===== src/hdl/ccr_map.svh =====
// Purpose: Register offsets, field positions and reset values of the comparator control bank.
// Assumes: Byte-wide registers on a plain address/strobe port.
// Notes: Offsets are the printed addresses; data is 8 bits wide.
`ifndef CCR_MAP_SVH
`define CCR_MAP_SVH

`define CCR_ADDR_W 12
`define CCR_OFF_CMP0_POL 12'hF91
`define CCR_OFF_CMP1_CTL 12'hF92
`define CCR_OFF_CMP1_POL 12'hF93
`define CCR_OFF_WINDOW 12'hF8F
`define CCR_OFF_CMP0_INSEL 12'hF90
`define CCR_OFF_STATUS 12'hF94
`define CCR_POL_BIT 7
`define CCR_PWR_HI 7
`define CCR_PWR_LO 6
`define CCR_HYS_HI 5
`define CCR_HYS_LO 4
`define CCR_NEG_HI 3
`define CCR_NEG_LO 2
`define CCR_POS_HI 1
`define CCR_POS_LO 0
`define CCR_WIN_BIT 2
`define CCR_PREF_BIT 3
`define CCR_RST_BYTE 8'h00
`define CCR_RST_BIT 1'b0

`endif


===== src/hdl/ccr_pkg.sv =====
// Purpose: Types shared by the comparator control bank.
// Assumes: Nothing beyond the map header.
// Notes: Encodings follow the field values of the control register.
package ccr_pkg;

  typedef enum logic [1:0] {
    CCR_PWR_ULTRA_LOW,
    CCR_PWR_LOW,
    CCR_PWR_NORMAL,
    CCR_PWR_HIGH_SPEED
  } ccr_power_t;

  typedef enum logic [1:0] {
    CCR_HYS_NONE,
    CCR_HYS_SMALL,
    CCR_HYS_RESERVED,
    CCR_HYS_LARGE
  } ccr_hysteresis_sel_t;

  // One-hot routing of the negative input: pin a, pin b, bandgap, programmable, fixed.
  typedef logic [4:0] ccr_neg_route_t;

  // One-hot routing of the positive input: pin a, pin b, op amp 1, op amp 0.
  typedef logic [3:0] ccr_pos_route_t;

  typedef struct packed {
    logic cmp0_invert;
    logic cmp1_invert;
    logic [7:0] cmp1_ctl;
    logic window_mode_on;
    logic prog_ref_on;
    logic [1:0] cmp0_pos_sel;
    logic [7:0] rdata;
  } ccr_state_t;

endpackage


===== src/hdl/ccr_regs.sv =====
// Purpose: Control registers for two analog comparators and their output polarity logic.
// Assumes: Registers are written and read over a plain strobed port; all inputs are synchronous.
// Notes: Select lines are static levels held by flip-flops and drive the analog front end.
`timescale 1ns/100ps
`include "ccr_map.svh"

module ccr_regs (
  input wire logic ref_clk_in,
  input wire logic rst_in,
  input wire logic [`CCR_ADDR_W-1:0] addr_in,
  input wire logic [7:0] wdata_in,
  input wire logic wr_in,
  input wire logic rd_in,
  output logic [7:0] rdata_out,
  input wire logic cmp0_raw_in,
  input wire logic cmp1_raw_in,
  output logic cmp0_result_out,
  output logic cmp1_result_out,
  output logic combined_result_out,
  output logic [1:0] status_out,
  output ccr_pkg::ccr_power_t power_speed_sel_out,
  output ccr_pkg::ccr_hysteresis_sel_t hysteresis_sel_out,
  output ccr_pkg::ccr_neg_route_t neg_route_out,
  output ccr_pkg::ccr_pos_route_t pos_route_out,
  output logic window_mode_on_out
);
  import ccr_pkg::*;

  ccr_state_t st_r;
  ccr_state_t st_nxt;
  logic [1:0] neg_input_sel;
  logic [1:0] pos_input_sel;
  logic [1:0] pos_eff;
  logic c0;
  logic c1;
  logic [1:0] status;

  assign neg_input_sel = st_r.cmp1_ctl[`CCR_NEG_HI:`CCR_NEG_LO];
  assign pos_input_sel = st_r.cmp1_ctl[`CCR_POS_HI:`CCR_POS_LO];

  // Polarity is applied before anything else sees the results.
  assign c0 = cmp0_raw_in ^ st_r.cmp0_invert;
  assign c1 = cmp1_raw_in ^ st_r.cmp1_invert;

  // Status reflects inverted results; window mode reports a joint state.
  always_comb begin
    if (st_r.window_mode_on) begin
      if (c0 != c1) begin
        status = 2'h1;
      end else if (c0) begin
        status = 2'h2;
      end else begin
        status = 2'h0;
      end
    end else begin
      status = {c0, c1};
    end
  end

  // In window mode the comparator 1 positive field is ignored entirely.
  assign pos_eff = st_r.window_mode_on ? st_r.cmp0_pos_sel : pos_input_sel;

  // Register write and read-back path; the read data lives one cycle only.
  always_comb begin
    st_nxt = st_r;
    st_nxt.rdata = 8'h00;
    if (wr_in) begin
      case (addr_in)
        `CCR_OFF_CMP0_POL: st_nxt.cmp0_invert = wdata_in[`CCR_POL_BIT];
        `CCR_OFF_CMP1_CTL: st_nxt.cmp1_ctl = wdata_in;
        `CCR_OFF_CMP1_POL: st_nxt.cmp1_invert = wdata_in[`CCR_POL_BIT];
        `CCR_OFF_WINDOW: st_nxt.window_mode_on = wdata_in[`CCR_WIN_BIT];
        `CCR_OFF_CMP0_INSEL: begin
          st_nxt.cmp0_pos_sel = wdata_in[`CCR_POS_HI:`CCR_POS_LO];
          st_nxt.prog_ref_on = wdata_in[`CCR_PREF_BIT];
        end
        default: st_nxt.rdata = 8'h00;
      endcase
    end
    if (rd_in) begin
      case (addr_in)
        `CCR_OFF_CMP0_POL: st_nxt.rdata = {st_r.cmp0_invert, 7'h00};
        `CCR_OFF_CMP1_CTL: st_nxt.rdata = st_r.cmp1_ctl;
        `CCR_OFF_CMP1_POL: st_nxt.rdata = {st_r.cmp1_invert, 7'h00};
        `CCR_OFF_WINDOW: st_nxt.rdata = {5'h00, st_r.window_mode_on, status};
        `CCR_OFF_CMP0_INSEL: st_nxt.rdata = {4'h0, st_r.prog_ref_on, 1'b0, st_r.cmp0_pos_sel};
        `CCR_OFF_STATUS: st_nxt.rdata = {6'h00, c0, c1};
        default: st_nxt.rdata = 8'h00;
      endcase
    end
  end

  // Synchronous reset returns every control field to its documented zero.
  always_ff @(posedge ref_clk_in) begin
    if (rst_in) begin
      st_r.cmp0_invert <= `CCR_RST_BIT;
      st_r.cmp1_invert <= `CCR_RST_BIT;
      st_r.cmp1_ctl <= `CCR_RST_BYTE;
      st_r.window_mode_on <= `CCR_RST_BIT;
      st_r.prog_ref_on <= `CCR_RST_BIT;
      st_r.cmp0_pos_sel <= 2'h0;
      st_r.rdata <= `CCR_RST_BYTE;
    end else begin
      st_r <= st_nxt;
    end
  end

  // Negative input routing; the analog side picks the preset level itself.
  always_comb begin
    case (neg_input_sel)
      2'h0: neg_route_out = 5'h01;
      2'h1: neg_route_out = 5'h02;
      2'h2: neg_route_out = st_r.prog_ref_on ? 5'h08 : 5'h04;
      2'h3: neg_route_out = 5'h10;
      default: neg_route_out = 5'h01;
    endcase
  end

  // Positive routing; op amp choices bypass the op amp output pins.
  always_comb begin
    case (pos_eff)
      2'h0: pos_route_out = 4'h1;
      2'h1: pos_route_out = 4'h2;
      2'h2: pos_route_out = 4'h4;
      2'h3: pos_route_out = 4'h8;
      default: pos_route_out = 4'h1;
    endcase
  end

  // Hysteresis code 10 is passed through; software is expected never to write it.
  assign power_speed_sel_out = ccr_power_t'(st_r.cmp1_ctl[`CCR_PWR_HI:`CCR_PWR_LO]);
  assign hysteresis_sel_out = ccr_hysteresis_sel_t'(st_r.cmp1_ctl[`CCR_HYS_HI:`CCR_HYS_LO]);
  assign window_mode_on_out = st_r.window_mode_on;
  assign rdata_out = st_r.rdata;
  assign cmp0_result_out = c0;
  assign cmp1_result_out = c1;
  assign status_out = status;
  // Window mode: combined output high when inside the window.
  assign combined_result_out = st_r.window_mode_on ? (c0 ^ c1) : c0;

endmodule // ccr_regs


===== config.mk =====
export PLATFORM = sky130hd
export DESIGN_NAME = ccr_regs
export DESIGN_NICKNAME = d
export VERILOG_FILES = /design/src/hdl/ccr_pkg.sv /design/src/hdl/ccr_regs.sv
export VERILOG_INCLUDE_DIRS = /design/src /design/src/hdl
export SDC_FILE = /design/constraint.sdc
export NUM_CORES = 1
export LEC_CHECK = 0
export BUFFER_PORTS_ARGS = -buffer_cell sky130_fd_sc_hd__buf_4
export CAP_MARGIN = 5
export CORE_ASPECT_RATIO = 0.8
export CORE_MARGIN = 10
export CORE_UTILIZATION = 39
export DETAILED_ROUTE_END_ITERATION = 6
export PLACE_DENSITY = 0.7
export SLEW_MARGIN = 20
export SYNTH_ARGS = -nofsm -noshare
export SYNTH_HDL_FRONTEND = slang
export SYNTH_SLANG_ARGS = --single-unit

===== constraint.sdc =====
create_clock -name ref_clk_in -period 4 [get_ports ref_clk_in]
set_input_delay 0.6 -clock ref_clk_in [delete_from_list [all_inputs] [get_ports ref_clk_in]]
set_output_delay 0.6 -clock ref_clk_in [all_outputs]
set_load 0.02 [all_outputs]

Word level (Yosys, flattened, before mapping)
Cells that the tools add are included.
{ "op_classes": {"mux": 10, "n_eq_ne": 13, "reduce_logical": 7, "bitwise": 3} }
{ "op_table": {"columns": ["operator", "n"], "rows": [
  ["12-bit == test (second input constant)", 6],
  ["8-bit case mux with 6 select lines", 1],
  ["5-bit case mux with 4 select lines", 1],
  ["4-bit case mux with 4 select lines", 1],
  ["2-bit AND reduction", 5],
  ["2-bit == test (second input constant)", 4],
  ["2-bit 2-to-1 mux", 4],
  ["8-bit 2-to-1 mux", 1],
  ["2-bit by 1-bit == test with 1-bit output (second input constant)", 2],
  ["2-bit zero test", 2],
  ["4-bit 2-to-1 mux", 1],
  ["1-bit XOR", 3],
  ["1-bit 2-to-1 mux", 1],
  ["1-bit != test", 1]
]} }
{ "totals": {"register_bits": 22, "output_inout_bits": 27, "wordCells": 40} }

Longest topological paths before layout
{ "logic_depth": {"ltp_word": 6, "depth_mapped": 5} }

Least setup slack after synthesis
OpenSTA, ideal clock, no wires.
{ "synth_path": {"path_kind": "input -> output", "from": "input cmp0_raw_in", "to": "output status_out[0]", "n_path_buf": 0, "required_ns": 3.400, "setup_slack_ns": 1.696, "t_arrival_ns": 1.704, "path_stages": 4, "cell_sequence": "xor2_1 ha_1 nor2b_1 nor2_1"} }
{ "synth_via": {"elab_chain_len": 4} }
{ "synth_rtl": {"columns": ["element", "line_no", "text"], "rows": [
  ["from (decl)", "ccr_regs.sv:15", "input wire logic cmp0_raw_in,"],
  ["1-bit XOR", "ccr_regs.sv:42", "assign c0 = cmp0_raw_in ^ st_r.cmp0_invert;"],
  ["1-bit != test", "ccr_regs.sv:48", "if (c0 != c1) begin"],
  ["2-bit 2-to-1 mux", "ccr_regs.sv:48", null],
  ["2-bit 2-to-1 mux", "ccr_regs.sv:47", "if (st_r.window_mode_on) begin"],
  ["to (decl)", "ccr_regs.sv:20", "output logic [1:0] status_out,"]
]} }
Every way passes these cells.

Worst setup path in the final report
Ends and elaborated chain as after synthesis.

==> flow_metrics.py <==
metrics = {
    "power_and_ir_drop": {
        "pwr-share-comb_pct": 12.1,
        "switchingPower_uw": 97.5,
        "peakVddDrop_v": 0.000230,
        "p_per_area_mw_per_mm2": 257,
        "seq_power_share_pct": 50.9,
        "p_leak_nw": 0.671,
        "intPower_uw": 332,
        "switching_share_pct": 22.7,
        "clockPowerShare_pct": 37.0,
    },
    "floorplan": {
        "die_y_um": 71.6,
        "io_pins": 53,
        "row_count": 18,
        "coreArea_mm2": 0.00315,
        "die_x_um": 84.6,
        "initial_core_util_pct": 41.2,
        "die_area_mm2": 0.00606,
    },
    "timing": {
        "setup_viol": 0,
        "fin_tns_setup_ns": 0,
        "max_freq_ghz": 0.408,
        "slew_headroom_pct": 41.0,
        "min_period_over_period_pct": 61.3,
        "rsz0062_at_grt": "no",
        "layout_min_cycle_time_ns": 2.45,
        "finClkSkew_ns": 0.000736,
        "slew_violations": 0,
        "worstMarginPinSlew_ns": 0.877,
        "finalHoldViolCount": 0,
        "whs_ns": 0.493,
    },
    "clocking": {
        "cts_tree": "yes",
        "numCtsBuffers": 3,
        "ctsHoldBuffers": 0,
        "clk_pin_slew_ns": 0.08,
        "h-tree-depth": 1,
        "cts_setup_buffers": 0,
        "clockBufferDepth": 2,
        "clockRootBuffer": "clkbuf_8",
        "clock_sinks": 22,
        "clock_latency_ns": 0.26,
        "cts_resized": 0,
    },
    "drt": {
        "drtIter0Drc": 113,
        "dr.pass1.iters": 4,
        "viasPerCell": 5.19,
        "wl_per_cell_um": 15.5,
        "wl_mm": 3.45,
        "route.detailed.drc": 0,
        "num_vias": 1153,
        "ant_nets": 0,
    },
    "grt": {
        "grt_max_degree": 16,
        "grt_pass1_wl_mm": 5.82,
        "globalRouteTotalUtil_pct": 11.4,
        "first_global_vias": 1205,
        "antenna_found_initial": 0,
        "grt_overflow": 0,
    },
    "synth": {
        "syn_area_mm2": 0.00130,
        "ys_types": 42,
        "syn_nets": 171,
        "synthFlopType": "dfxtp_1",
        "synth_seq_area_share_pct": 33.9,
        "yosysWarnings": 0,
        "yosys_register_bits": 22,
        "async_flop_share_pct": 0,
        "synth_enable_flop_cells": 0,
        "synthCells": 144,
        "syn_area_per_cell_um2": 9.03,
    },
    "worst_hold_path": {
        "worstHoldPathCells": 1,
        "min_path_type": "flip-flop to flip-flop",
    },
    "setup_path": {
        "end_kind": "output pin",
        "critPathKind": "input port to output pin",
        "reg2regPathDepth": 5,
        "crit_fanout": 5,
        "crit_path_frequent_cell": "buf_4",
        "path_buf_inv": 2,
        "cp_slowest_stage_delay_ns": 0.40,
        "setup.worst_path.start_class": "input port",
        "cp.required_ns": 3.40,
        "crit_arrival_ns": 1.85,
        "crit_family": "XOR/XNOR gates",
        "worst-path-stages": 6,
        "crit_chain": "buf_4, xor2_1, ha_1, nor2b_1, nor2_1, buf_4",
        "crit_slowest_cell": "xor2_1",
    },
    "placed_design": {
        "numPortBuffers": 52,
        "dp_hpwl_mm": 2.72,
        "globalplace.congestion": 0.788,
    },
    "run": {
        "drv_cap": 0,
    },
    "final_layout": {
        "register_area_um2": 440,
        "multi_input_area_um2": 734,
        "fillers": 296,
        "area_delta_synth_final_pct": 28.8,
        "final_core_util_pct": 53.1,
        "antenna_cells": 0,
        "fin_nets": 210,
        "drive_above_1_share_pct": 35.2,
    },
    "outcome": {
        "outcome": "finished clean",
    },
}
-- flip-flops by register name, indices dropped and copies added, names as in the netlist --
| register | cells |
|---|---|
| st_r | 5 |
| rdata_out | 8 |
| window_mode_on_out | 1 |
| neg_input_sel | 2 |
| pos_input_sel | 2 |
| hysteresis_sel_out | 2 |
| power_speed_sel_out | 2 |
-- power groups by stage --
stage / clock network [mW] / logic (mW) / registers [mW]
final: 0.159 / 0.0519 / 0.219
after global routing: 0.172 / 0.0568 / 0.219
after CTS: 0.163 / 0.0520 / 0.219
after detailed placement: 0 / 0.0519 / 0.224
after global placement: 0 / 0.0504 / 0.224
after floorplan: 0 / 0.0219 / 0.224
-- path summary, 6_finish.rpt --
| path | startpoint | to | slack [ns] |
|---|---|---|---|
| setup / recovery | cmp0_raw_in | status_out[0] | 1.55 |
| hold / removal | hysteresis_sel_out[1] | rdata_out[5] | 0.49 |
| hold reg to reg | hysteresis_sel_out[1] | rdata_out[5] | 0.49 |
| setup reg to reg | st_r[21] | rdata_out[0] | 2.36 |
-- stage by stage --
step                      setup slack, ns  power (mW)  cell area [µm²]  instances
final                                1.55       0.430             1670        222
after global routing                 1.43       0.448             1670        222
after CTS                            1.55       0.434             1670        222
after detailed placement             1.55       0.276             1620        218
after global placement               1.56       0.274             1620        218
after floorplan                      1.70       0.246             1300        144
-- placed cells by master, fill, tap and decap left out, types with 3 or more instances in the layout --
cell,n
mux2i_1,16
dfxtp_1,22
o21ai_0,4
nand3b_1,3
buf_4,52
nand3_1,3
nand2b_1,4
clkbuf_8,4
nand2_1,7
and2_1,4
nor4_1,5
nor2_1,21
-- per-layer routing --
layer	track usage, %	part of all wire, %	wire length, µm
met1	13.3	43	1470
met3	5.08	9.3	322
met5	0	0	0
met2	18.2	47	1620
met4	3.83	1.1	38
-- cells in the mapped netlist (2+ instances only) --
master	number	area (µm²)
or4bb_1	2	22.5
nand2b_1	4	25.0
mux2i_1	16	160
nor4_1	5	31.3
and2_1	4	25.0
nor2_1	21	78.8
or3_1	2	12.5
clkbuf_1	4	15.0
mux2_2	2	22.5
a31oi_1	2	12.5
nand3b_1	3	22.5
buf_4	12	90.1
nand2_1	7	26.3
a21oi_1	2	10.0
nand4bb_1	2	22.5
nand3_1	3	15.0
o21ai_0	4	20.0
or3b_1	2	17.5
dfxtp_1	22	440
xor2_1	2	17.5
nor2b_1	2	12.5
-- final cells by class --
class	instances	share of cell area, %
clock buffer	4	3.29
inverter	1	0.224
multi-input combinational	103	43.9
sequential	22	26.3
tap	40	2.99
timing repair buffer	52	23.3
-- worst register-to-register path, cell delays in order (launching register included) --
cell	delay (ns)
dfxtp_1	0.37
xor2_1	0.44
ha_1	0.22
nor2b_1	0.06
or3b_1	0.37
a31oi_1	0.12
-- cells by family (layout without fill, tap and decap cells) --
kind of cell	Yosys count	count (layout)	synth area share, %
and+or+nand+nor	70	70	34.4
adders and majority gates	1	1	0.962
buffers and inverters	19	57	9.62
AOI/OAI and AO/OA	12	12	5.78
muxes	18	18	14.1
DFF	22	22	33.9
xor gates and xnor gates	2	2	1.35
Power figures use the tool's default switching activity.
